`src/include/lds_pkg.sv`:
```
// constants, register map and state codes for the led sequencer/fault block
// assumes a single 125 mhz device clock; all times are turned into cycle counts here
package lds_pkg;

	// ==========================================================
	// clock and timing
	localparam int CLK_MHZ        = 125;
	localparam int DETECT_US      = 256;
	localparam int DETECT_CYC     = DETECT_US * CLK_MHZ;
	localparam int SOFTSTART_MS   = 128;
	localparam int SOFTSTART_CYC  = SOFTSTART_MS * 1000 * CLK_MHZ;
	localparam int BLANK_MS       = 32;
	localparam int BLANK_CYC      = BLANK_MS * 1000 * CLK_MHZ;
	localparam int SHDN_MS        = 32;
	localparam int SHDN_CYC       = SHDN_MS * 1000 * CLK_MHZ;
	localparam int EDGE_BLANK_US  = 4;
	localparam int EDGE_BLANK_CYC = EDGE_BLANK_US * CLK_MHZ;
	localparam int OPEN_US        = 20;
	localparam int OPEN_CYC       = OPEN_US * CLK_MHZ;
	localparam int SHORT_US       = 2;
	localparam int SHORT_CYC      = SHORT_US * CLK_MHZ;

	// ==========================================================
	// widths
	localparam int CNT_W  = 25;
	localparam int FT_W   = 12;
	localparam int ADDR_W = 12;
	localparam int CH_N   = 4;

	// ==========================================================
	// register map
	localparam logic [ADDR_W-1:0] STATUS_ADDR = 12'h000;
	localparam logic [ADDR_W-1:0] CTRL_ADDR   = 12'h004;
	localparam logic [CH_N-1:0]   CTRL_RESET  = 4'h0;
	localparam int CTRL_MASK_POS   = 0;
	localparam int STAT_STATE_POS  = 0;
	localparam int STAT_USED_POS   = 8;
	localparam int STAT_OPEN_POS   = 12;
	localparam int STAT_SHORT_POS  = 13;
	localparam int STAT_THERM_POS  = 14;
	localparam int STAT_LOCK_POS   = 15;

	// ==========================================================
	// sequencer states
	typedef enum logic [4:0] {
		ST_OFF    = 5'h01,
		ST_DETECT = 5'h02,
		ST_SOFT   = 5'h04,
		ST_BLANK  = 5'h08,
		ST_RUN    = 5'h10
	} lds_state_t;

endpackage

```
`src/lds_low_timer.sv`:
```
// counts continuous cycles of a condition and flags when a limit is reached
// assumes the caller clears it on lockout; count saturates at the limit
`timescale 1ns/1ps
module lds_low_timer (
	input  wire logic                       clk_in,
	input  wire logic                       rst_n_in,
	input  wire logic                       clear_in,
	input  wire logic                       cond_in,
	input  wire logic [lds_pkg::CNT_W-1:0]  limit_in,
	output logic                            done_out
);
	logic [lds_pkg::CNT_W-1:0] cnt_reg;

	// ==========================================================
	// continuous-condition counter
	always_ff @(posedge clk_in or negedge rst_n_in) begin
		if (!rst_n_in) begin
			cnt_reg <= 25'h0;
		end else if (clear_in || !cond_in) begin
			cnt_reg <= 25'h0;
		end else if (cnt_reg != limit_in) begin
			cnt_reg <= cnt_reg + 25'h1;
		end
	end

	assign done_out = cond_in && (cnt_reg == limit_in);
endmodule

```
`src/lds_fault_timer.sv`:
```
// accumulation timer for one fault condition
// counts only while armed, holds while disarmed, drops to zero when the condition goes away
`timescale 1ns/1ps
module lds_fault_timer #(
	parameter int LIMIT = 2
) (
	input  wire logic clk_in,
	input  wire logic rst_n_in,
	input  wire logic clear_in,
	input  wire logic cond_in,
	input  wire logic arm_in,
	output logic      trip_out
);
	localparam logic [lds_pkg::FT_W-1:0] LAST = lds_pkg::FT_W'(LIMIT - 1);
	logic [lds_pkg::FT_W-1:0] cnt_reg;

	// ==========================================================
	// accumulator
	always_ff @(posedge clk_in or negedge rst_n_in) begin
		if (!rst_n_in) begin
			cnt_reg <= 12'h0;
		end else if (clear_in || !cond_in) begin
			cnt_reg <= 12'h0;
		end else if (arm_in && cnt_reg != LAST) begin
			cnt_reg <= cnt_reg + 12'h1;
		end
	end

	assign trip_out = arm_in && cond_in && (cnt_reg == LAST);
endmodule

```
`src/lds_ctrl.sv`:
```
// sequencing and protection controller of a four-channel led current-sink driver
// assumes comparator outputs arrive synchronous to CLOCK_IN; registers reached over apb
//
// Implementation choices: the address map and register access over APB.
`timescale 1ns/1ps
module lds_ctrl #(
	parameter logic [24:0] DETECT_CYC    = 25'(lds_pkg::DETECT_CYC),
	parameter logic [24:0] SOFTSTART_CYC = 25'(lds_pkg::SOFTSTART_CYC),
	parameter logic [24:0] BLANK_CYC     = 25'(lds_pkg::BLANK_CYC),
	parameter logic [24:0] SHDN_CYC      = 25'(lds_pkg::SHDN_CYC)
) (
	input  wire logic        CLOCK_IN,
	input  wire logic        RST_N_IN,
	input  wire logic        EN_PWM_IN,
	input  wire logic        SUPPLY_LOW_IN,
	input  wire logic        OVER_TEMP_IN,
	input  wire logic [3:0]  CH_FLOAT_IN,
	input  wire logic [3:0]  CH_OPEN_SENSE_IN,
	input  wire logic        SHORT_SENSE_IN,
	input  wire logic        PSEL_IN,
	input  wire logic        PENABLE_IN,
	input  wire logic        PWRITE_IN,
	input  wire logic [11:0] PADDR_IN,
	input  wire logic [31:0] PWDATA_IN,
	output logic      [31:0] PRDATA_OUT,
	output logic             PREADY_OUT,
	output logic             PSLVERR_OUT,
	output logic      [3:0]  CHANNEL_GATE_DRIVE_OUT,
	output logic             CONVERTER_FEEDBACK_FORCE_OUT,
	output logic             HEADROOM_FEEDBACK_CONTROL_OUT,
	output logic             FAULT_N_OUT
);
	lds_pkg::lds_state_t state_reg;
	logic [24:0] phase_cnt_reg;
	logic [3:0]  used_reg;
	logic [3:0]  mask_reg;
	logic        open_latch_reg;
	logic        short_latch_reg;
	logic        en_prev_reg;
	logic [9:0]  eb_cnt_reg;
	logic        eb_done_reg;
	logic        low_done;
	logic        prot_on;
	logic        fault_arm;
	logic        open_cond;
	logic        open_trip;
	logic        short_trip;
	logic        seq_clear;
	logic        apb_access;
	logic        apb_take;
	logic        addr_ok;
	logic [31:0] status_word;
	logic [3:0]  gate_next;

	localparam logic [9:0] EB_LAST = 10'(lds_pkg::EDGE_BLANK_CYC - 1);

	// ==========================================================
	// shutdown detection
	// enable low for the full delay, or supply low, returns everything to idle
	lds_low_timer u_shdn (
		.clk_in   (CLOCK_IN),
		.rst_n_in (RST_N_IN),
		.clear_in (SUPPLY_LOW_IN),
		.cond_in  (!EN_PWM_IN),
		.limit_in (SHDN_CYC - 25'h1),
		.done_out (low_done)
	);

	assign seq_clear = SUPPLY_LOW_IN || low_done;

	// ==========================================================
	// sequencer
	always_ff @(posedge CLOCK_IN or negedge RST_N_IN) begin
		if (!RST_N_IN) begin
			state_reg     <= lds_pkg::ST_OFF;
			phase_cnt_reg <= 25'h0;
		end else if (SUPPLY_LOW_IN) begin
			state_reg     <= lds_pkg::ST_OFF;
			phase_cnt_reg <= 25'h0;
		end else if (low_done) begin
			state_reg     <= lds_pkg::ST_OFF;
			phase_cnt_reg <= 25'h0;
		end else begin
			case (state_reg)
				lds_pkg::ST_OFF: begin
					phase_cnt_reg <= 25'h0;
					if (EN_PWM_IN) begin
						state_reg <= lds_pkg::ST_DETECT;
					end
				end
				lds_pkg::ST_DETECT: begin
					if (phase_cnt_reg == DETECT_CYC - 25'h1) begin
						state_reg     <= lds_pkg::ST_SOFT;
						phase_cnt_reg <= 25'h0;
					end else begin
						phase_cnt_reg <= phase_cnt_reg + 25'h1;
					end
				end
				lds_pkg::ST_SOFT: begin
					if (phase_cnt_reg == SOFTSTART_CYC - 25'h1) begin
						state_reg     <= lds_pkg::ST_BLANK;
						phase_cnt_reg <= 25'h0;
					end else begin
						phase_cnt_reg <= phase_cnt_reg + 25'h1;
					end
				end
				lds_pkg::ST_BLANK: begin
					// counts dimming-on time only, so low duty stretches it
					if (EN_PWM_IN) begin
						if (phase_cnt_reg == BLANK_CYC - 25'h1) begin
							state_reg     <= lds_pkg::ST_RUN;
							phase_cnt_reg <= 25'h0;
						end else begin
							phase_cnt_reg <= phase_cnt_reg + 25'h1;
						end
					end
				end
				lds_pkg::ST_RUN: begin
					phase_cnt_reg <= 25'h0;
				end
				default: begin
					state_reg     <= lds_pkg::ST_OFF;
					phase_cnt_reg <= 25'h0;
				end
			endcase
		end
	end

	// ==========================================================
	// channel usage capture
	// floating sense at the end of detection marks a channel unused
	always_ff @(posedge CLOCK_IN or negedge RST_N_IN) begin
		if (!RST_N_IN) begin
			used_reg <= 4'h0;
		end else if (seq_clear) begin
			used_reg <= 4'h0;
		end else if (state_reg == lds_pkg::ST_DETECT &&
				phase_cnt_reg == DETECT_CYC - 25'h1) begin
			used_reg <= ~CH_FLOAT_IN;
		end
	end

	// ==========================================================
	// rising-edge blanking
	always_ff @(posedge CLOCK_IN or negedge RST_N_IN) begin
		if (!RST_N_IN) begin
			en_prev_reg <= 1'b0;
			eb_cnt_reg  <= 10'h0;
			eb_done_reg <= 1'b0;
		end else begin
			en_prev_reg <= EN_PWM_IN;
			// restart blanking after shutdown or lockout even without a fresh edge
			if (seq_clear) begin
				eb_cnt_reg  <= 10'h0;
				eb_done_reg <= 1'b0;
			end else if (EN_PWM_IN && !en_prev_reg) begin
				eb_cnt_reg  <= 10'h0;
				eb_done_reg <= 1'b0;
			end else if (EN_PWM_IN && !eb_done_reg) begin
				if (eb_cnt_reg == EB_LAST) begin
					eb_done_reg <= 1'b1;
				end else begin
					eb_cnt_reg <= eb_cnt_reg + 10'h1;
				end
			end
		end
	end

	// ==========================================================
	// fault timers
	// first high cycle after a rise is already excluded by en_prev_reg
	assign prot_on   = (state_reg == lds_pkg::ST_RUN) && !SUPPLY_LOW_IN;
	assign fault_arm = prot_on && EN_PWM_IN && en_prev_reg && eb_done_reg;
	assign open_cond = |(CH_OPEN_SENSE_IN & used_reg);

	lds_fault_timer #(
		.LIMIT (lds_pkg::OPEN_CYC)
	) u_open (
		.clk_in   (CLOCK_IN),
		.rst_n_in (RST_N_IN),
		.clear_in (seq_clear),
		.cond_in  (open_cond),
		.arm_in   (fault_arm),
		.trip_out (open_trip)
	);

	lds_fault_timer #(
		.LIMIT (lds_pkg::SHORT_CYC)
	) u_short (
		.clk_in   (CLOCK_IN),
		.rst_n_in (RST_N_IN),
		.clear_in (seq_clear),
		.cond_in  (SHORT_SENSE_IN),
		.arm_in   (fault_arm),
		.trip_out (short_trip)
	);

	// a shutdown or lockout clear always wins over a trip in the same cycle
	always_ff @(posedge CLOCK_IN or negedge RST_N_IN) begin
		if (!RST_N_IN) begin
			open_latch_reg  <= 1'b0;
			short_latch_reg <= 1'b0;
		end else if (seq_clear) begin
			open_latch_reg  <= 1'b0;
			short_latch_reg <= 1'b0;
		end else begin
			if (open_trip) begin
				open_latch_reg <= 1'b1;
			end
			if (short_trip) begin
				short_latch_reg <= 1'b1;
			end
		end
	end

	// ==========================================================
	// pin drivers
	always_comb begin
		gate_next = 4'h0;
		if (!SUPPLY_LOW_IN && !OVER_TEMP_IN && !open_latch_reg && !short_latch_reg &&
				EN_PWM_IN && (state_reg == lds_pkg::ST_SOFT ||
				state_reg == lds_pkg::ST_BLANK || state_reg == lds_pkg::ST_RUN)) begin
			gate_next = used_reg & ~mask_reg;
		end
	end

	always_ff @(posedge CLOCK_IN or negedge RST_N_IN) begin
		if (!RST_N_IN) begin
			CHANNEL_GATE_DRIVE_OUT        <= 4'h0;
			CONVERTER_FEEDBACK_FORCE_OUT  <= 1'b0;
			HEADROOM_FEEDBACK_CONTROL_OUT <= 1'b0;
			FAULT_N_OUT                   <= 1'b1;
		end else begin
			CHANNEL_GATE_DRIVE_OUT       <= gate_next;
			CONVERTER_FEEDBACK_FORCE_OUT <= !SUPPLY_LOW_IN &&
				state_reg == lds_pkg::ST_SOFT;
			// switching stops on over-temperature or a latched fault
			HEADROOM_FEEDBACK_CONTROL_OUT <= !SUPPLY_LOW_IN && !OVER_TEMP_IN &&
				!open_latch_reg && !short_latch_reg &&
				(state_reg == lds_pkg::ST_BLANK || state_reg == lds_pkg::ST_RUN);
			FAULT_N_OUT <= SUPPLY_LOW_IN ||
				!(OVER_TEMP_IN || open_latch_reg || short_latch_reg);
		end
	end

	// ==========================================================
	// apb slave, one wait state
	assign apb_access = PSEL_IN && PENABLE_IN;
	assign apb_take   = apb_access && PREADY_OUT;
	assign addr_ok    = (PADDR_IN == lds_pkg::STATUS_ADDR) || (PADDR_IN == lds_pkg::CTRL_ADDR);

	always_comb begin
		status_word = 32'h0;
		status_word[lds_pkg::STAT_STATE_POS +: 5] = state_reg;
		status_word[lds_pkg::STAT_USED_POS +: 4]  = used_reg;
		status_word[lds_pkg::STAT_OPEN_POS]       = open_latch_reg;
		status_word[lds_pkg::STAT_SHORT_POS]      = short_latch_reg;
		status_word[lds_pkg::STAT_THERM_POS]      = OVER_TEMP_IN;
		status_word[lds_pkg::STAT_LOCK_POS]       = SUPPLY_LOW_IN;
	end

	always_ff @(posedge CLOCK_IN or negedge RST_N_IN) begin
		if (!RST_N_IN) begin
			PREADY_OUT  <= 1'b0;
			PSLVERR_OUT <= 1'b0;
			PRDATA_OUT  <= 32'h0;
		end else begin
			PREADY_OUT  <= apb_access && !PREADY_OUT;
			PSLVERR_OUT <= apb_access && !PREADY_OUT && !addr_ok;
			if (apb_access && !PREADY_OUT && !PWRITE_IN) begin
				if (PADDR_IN == lds_pkg::STATUS_ADDR) begin
					PRDATA_OUT <= status_word;
				end else if (PADDR_IN == lds_pkg::CTRL_ADDR) begin
					PRDATA_OUT <= {28'h0, mask_reg};
				end else begin
					PRDATA_OUT <= 32'h0;
				end
			end
		end
	end

	// channel disable mask, applied on top of detection
	always_ff @(posedge CLOCK_IN or negedge RST_N_IN) begin
		if (!RST_N_IN) begin
			mask_reg <= lds_pkg::CTRL_RESET;
		end else if (apb_take && PWRITE_IN && PADDR_IN == lds_pkg::CTRL_ADDR) begin
			mask_reg <= PWDATA_IN[lds_pkg::CTRL_MASK_POS +: 4];
		end
	end
endmodule

```
`config.mk`:
```
export PLATFORM = sky130hd
export DESIGN_NAME = lds_ctrl
export DESIGN_NICKNAME = d
export VERILOG_FILES = /design/src/include/lds_pkg.sv /design/src/lds_low_timer.sv /design/src/lds_fault_timer.sv /design/src/lds_ctrl.sv
export SDC_FILE = /design/constraint.sdc
export NUM_CORES = 1
export LEC_CHECK = 0
export ABC_AREA = 1
export BUFFER_PORTS_ARGS = -buffer_cell sky130_fd_sc_hd__buf_2
export CORE_MARGIN = 2
export CORE_UTILIZATION = 46
export CTS_CLUSTER_DIAMETER = 200
export DETAILED_ROUTE_END_ITERATION = 7
export GPL_TIMING_DRIVEN = 0
export PLACE_DENSITY = 0.69
export SYNTH_ARGS = -nofsm -noshare
export SYNTH_HDL_FRONTEND = slang
export SYNTH_SLANG_ARGS = --single-unit
```
`constraint.sdc`:
```
create_clock -name CLOCK_IN -period 2 [get_ports CLOCK_IN]
set_input_delay 0.3 -clock CLOCK_IN [delete_from_list [all_inputs] [get_ports CLOCK_IN]]
set_output_delay 0.3 -clock CLOCK_IN [all_outputs]
set_load 0.02 [all_outputs]
```
# Word-level counts from Yosys, hierarchy flattened
# Cells that the tools add are included.
# classes
n_addsub	5
eq_ne	23
mux	38
bitwise	4
n_reduce_logical	65
# ops
op	count
two-way mux 25 bit	8
case mux 25 bit (3 select lines)	1
adder 25 x 1 -> 25 bit (second input constant)	2
equality test 25 x 22 -> 1 bit (second input constant)	2
two-way mux 12 bit	4
two-way mux 10 bit	4
two-way mux 5 bit	7
logical AND 1 bit	28
equality test 25 x 15 -> 1 bit (second input constant)	1
equality test 25 x 24 -> 1 bit (second input constant)	1
!= test 25 x 22 -> 1 bit (second input constant)	1
case mux 5 bit (5 select lines)	1
adder 12 x 1 -> 12 bit (second input constant)	2
two-way mux 16 bit	1
two-way mux 4 bit	4
!= test 4 bit (second input constant)	4
zero test 1 bit	13
equality test 12 bit (second input constant)	1
equality test 12 x 3 -> 1 bit (second input constant)	1
equality test 12 x 8 -> 1 bit (second input constant)	1
zero test 12 bit	1
!= test 12 bit (second input constant)	1
!= test 12 x 8 -> 1 bit (second input constant)	1
nonzero test 2 bit	6
18 further kinds	39
# totals
reg_bits	142
in_bits	61
out_inout_bits	41

# Depth between registers and ports, before layout
# depth
ltp_word	9
mapped_depth	13
mapped_depth_nobuf	12

# By module
# A second synthesis with hierarchy kept.
# unflattened
hier_cells	1176
hier_area_um2	8391.8
# modules_own_cells
module	n_inst	cells_each	area_each_um2	seq_area_each_um2
lds_ctrl	1	551	4260.3	1854.3
lds_low_timer	1	379	2439.8	625.6
lds_fault_timer (u_open)	1	134	868.3	300.3
lds_fault_timer (u_short)	1	112	823.3	300.3

# Worst setup path before layout
# Ideal clock, no wire load.
# synth_path
path_kind	reg2reg
start	register u_shdn.cnt_reg[0] (netlist name)
end	register phase_cnt_reg[7]
setup_ps	122
arrival_ps	1706
setup_slack_ps	171
path_stages_with_launch	12
n_path_buf	1
path_cell_list	dfrtp_1 > ha_1 > nand2_1 > nor2_4 > nand2_4 > nor2_8 > nand3_2 > nand2_4 > nor2_2 > a21boi_4 > buf_6 > nor2_2
# synth_via
elab_chain_cells	4
word_cells_on_any_way	5
classes_between	eq/ne (2); mux (2); reduce/logical (1)
# synth_lines
item	line_no	source
from (decl)	lds_low_timer.sv:12	logic [lds_pkg::CNT_W-1:0] cnt_reg;
from (signal assigned)	lds_low_timer.sv:22	cnt_reg <= cnt_reg + 25'h1;
equality test 25 x 22 -> 1 bit *	lds_low_timer.sv:26	assign done_out = cond_in && (cnt_reg == limit_in);
logical AND 1 bit *	lds_low_timer.sv:26	
two-way mux 25 bit	lds_ctrl.sv:80	end else if (low_done) begin
two-way mux 25 bit	lds_ctrl.sv:77	end else if (SUPPLY_LOW_IN) begin
to (signal assigned)	lds_ctrl.sv:96	phase_cnt_reg <= phase_cnt_reg + 25'h1;
to (signal assigned)	lds_ctrl.sv:104	phase_cnt_reg <= phase_cnt_reg + 25'h1;
to (signal assigned)	lds_ctrl.sv:114	phase_cnt_reg <= phase_cnt_reg + 25'h1;
to (decl)	lds_ctrl.sv:34	logic [24:0] phase_cnt_reg;
# Every way passes the cells marked *; elsewhere a longest branch is shown, timed or not.
# A chain may end at the register's enable or synchronous reset.

# Worst setup path after layout
# layout_path
start	register u_shdn.cnt_reg[0] (netlist name)
end	register phase_cnt_reg[13]
# The elaborated chain is that of the path after synthesis.

==> impl_results.md <==
- Setup Crit Path Kind: reg -> reg
- Internal Power: 0.004763 W
- Pin count of the biggest net entering global routing: 98
- Die Y-Extent: 128.6 um
- Asr flop ratio synth: 100.0%
- Design Area, Final: 8740 um^2
- H-tree depth: 4
- Setup violators final: 0
- Min Hold Slack: 75.24 ps
- Tightest Pin Transition: 550.3 ps
- Hold crit path type: in -> reg
- Io pins: 102
- Vias in the first global route: 6080
- Critical path data arrival time: 2240 ps
- Post-route ant nets: 0
- DRT Wirelength: 16710 um
- Top cell type's share of synthesized area: 42.42%
- DP HPWL: 11630 um
- CTS Buf Count: 17
- Post-Syn Area: 7138 um^2
- Diode count: 0
- Later-pin clock latency in the skew report: 420 ps
- Leakage power: 4.090 nW
- Max Buffers Root-to-Sink: 2
- Root buf cell: clkbuf_16
- Worst stage delay on the critical path: 390 ps
- First-pass GRT wire length: 28170 um
- Combinational power share: 9.2%
- XOR/XNOR Fraction of Synth Area: 3.190%
- Net count reported at finish: 1138
- Min cycle time layout: 1929 ps
- Fill cell count: 1391
- DRC viols: 0
- Status: finished clean
- Cells after Synth: 959
- Placed cell count: 1220
- Non-filler cells, final: 1272
- Placed inst area: 7745 um^2
- Placement Rows: 45
- Clock Pin Slew Worst Setup and Hold Paths: 60 ps
- Post-synthesis compound-gate area fraction: 7.748%
- Vias post-DR: 6497
- Crit. End Element: register
- Main synth FF type: dfrtp_1
- Critical-path top delay cell: dfrtp_2
- Port Buffers: 54
- Pins Over Slew Limit: 0
- Vias per std cell: 5.108
- Fin crit share: 96.47%
- Critical Path, Cell by Cell: ha_4, nand2_4, nor2_4, nand2_4, nor2_8, nand3_4, nand2_8, nor2_4, a21boi_4, buf_6, clkbuf_16, nor2_2
- Fmax: 518.3 MHz
- Multiplexer share of the synthesized area: 0%
- Synth Warn #: 0
- GRT overflow: 0
- Layout area overhead: 22.44%
- Gr usage total: 21.17%
- Clk pwr share: 49.5%
- CTS Sinks: 123
- Routed length per instance: 13.14 um
- Pwr dens: 726.4 nW/um^2
- Most frequent cell after synthesis: nand2_1
- Die Wd: 128.6 um
- Simple-gate share of the synthesized area: 35.37%
- Area leader, netlist: dfrtp_1
- Largest family of logic cells by synthesized area: simple AND/OR/NAND/NOR gates
- Crit-path max FO: 7
- Max-cap violation count: 0
- Fin Clk Skew: 8.549 ps
- Avg Inst Size Synth: 7.443 um^2
- RSZ-0062 raised after global routing: yes
- WP data required: 2310 ps
- Switching share of power: 24.97%
- RD Place Congestion: 0.9041
- Detailed Routing Iterations Pass 1: 5
- Core Region: 15200 um^2
- Reg power frac: 41.2%
- Die Area: 16530 um^2
- Post-Synth Adder-Cell Area: 1.052%
- #FFs+latches synth: 123
- Worst setup SP type: register
- 1st-iter DRT viols: 289
- Share of cells above drive strength 1: 19.83%
- Post-synthesis sequential area ratio: 43.16%
- Rel. slew slack: 63.31%
- TritonCTS clock tree: done
- Slack of the critical path: 70.59 ps
- Psw: 0.001585 W
- Commonest cells in the netlist: nand2_1, nor2_1, dfrtp_1
- Final cell utilization of the core: 57.49%
- Number of synthesized flops with an enable pin: 0
- Place WS: -187.6 ps
- Max IR drop VDD: 0.6107 mV
- Starting density of the core: 46.95%
- Fin. Hold Viols: 0
- Top cells by area, synth: dfrtp_1, nand2_1, nor2_1
- Initial antenna violation count: 0
- Library cells used by synthesis: 45
[metrics by stage]
stage | setup TNS [ps] | total power, W
floorplan | 0 | 0.002964
global placement | -124630 | 0.003135
detailed placement | -5213 | 0.003156
CTS | -2.361 | 0.006357
global route | -99.22 | 0.006604
finish | 0 | 0.006348
[cells by family after synthesis]
kind of cell	after synthesis
AO/OA/AOI/OAI	94
XOR/XNOR	26
adder cells (fa/ha/maj)	6
buffers and inverters	153
flip-flops	123
other	1
AND/OR/NAND/NOR	556
[layout by cell type, fill, tap and decap left out, types with 4 or more instances in the layout]
cell	netlist	layout
nand2_1	216	210
nor2_1	145	135
dfrtp_1	121	118
inv_1	116	116
nand3_1	68	66
buf_2	4	56
nand4_1	37	37
buf_4	21	37
nor2_2	27	32
o21ai_0	32	32
a21oi_1	27	27
nor3_1	28	24
xor2_1	24	24
conb_1	1	19
clkbuf_16	0	18
o31ai_1	10	10
nor4_1	8	8
nor2_4	3	8
inv_2	7	7
o21ai_1	7	7
nand2_4	4	6
a31oi_1	6	6
nand3b_1	6	6
nand2_2	3	5
nor3_2	1	4
ha_1	6	4
clkinv_2	0	4
[layout make-up]
type                            count  area (um^2)  share of cell area, %
Multi-Input combinational cell    701         3621                  41.43
Sequential cell                   123         3084                  35.29
Timing Repair Buffer               75        503.0                  5.755
Inverter                          123        461.7                  5.283
Clock buffer                       18        439.2                  5.025
Tap cell                          188        235.2                  2.691
Buffer                             30        226.5                  2.591
Clock inverter                     14        168.9                  1.933
[power by group through the flow]
stage | clock (W) | combinational (W) | sequential (W)
finish | 0.00315 | 0.000586 | 0.00262
global route | 0.00332 | 0.000663 | 0.00262
CTS | 0.00320 | 0.000551 | 0.00261
detailed placement | 0 | 0.000497 | 0.00266
global placement | 0 | 0.000479 | 0.00266
floorplan | 0 | 0.000296 | 0.00267
[path summary, 6_finish.rpt]
| path | from | endpoint | slack [ps] | depth (start not counted) |
|---|---|---|---|---|
| setup / recovery | u_shdn.cnt_reg[0] | phase_cnt_reg[13] | 70 | 12 |
| hold / removal | EN_PWM_IN | en_prev_reg | 80 | 1 |
| setup reg to reg | u_shdn.cnt_reg[0] | phase_cnt_reg[13] | 70 | 12 |
| hold reg to reg | mask_reg[3] | CHANNEL_GATE_DRIVE_OUT[3] | 480 | 1 |
| max in group asynchronous | RST_N_IN | FAULT_N_OUT | 910 | 3 |
| min in group asynchronous | RST_N_IN | PREADY_OUT | 300 | 2 |
[routing by layer]
layer / global-route usage, % / part of all wire [%] / up-vias
met5: 0 / 0 / -
met4: 8.568 / 2.3 / 0
met3: 4.324 / 5.7 / 31
met2: 33.26 / 45 / 186
met1: 28.83 / 47 / 2990
li1: - / - / 3290
[repair_timing]
item	4_1_cts	5_1_grt
buffers inserted	9	8
resized for setup	17	30
hold buffers	1	0
hold endpoints to repair	26	0
setup endpoints to repair	54	55
gates cloned	1	1
pin swaps	4	8
[critical path, delay by kind of cell, from the launching register on]
family	cells	cell delay, ps
adders and majority gates	1	160
AOI/OAI and AO/OA	1	210
buffers and inverters	2	310
DFF	1	390
and+or+nand+nor	8	740
Note: power is estimated with default switching activity, not from simulation.
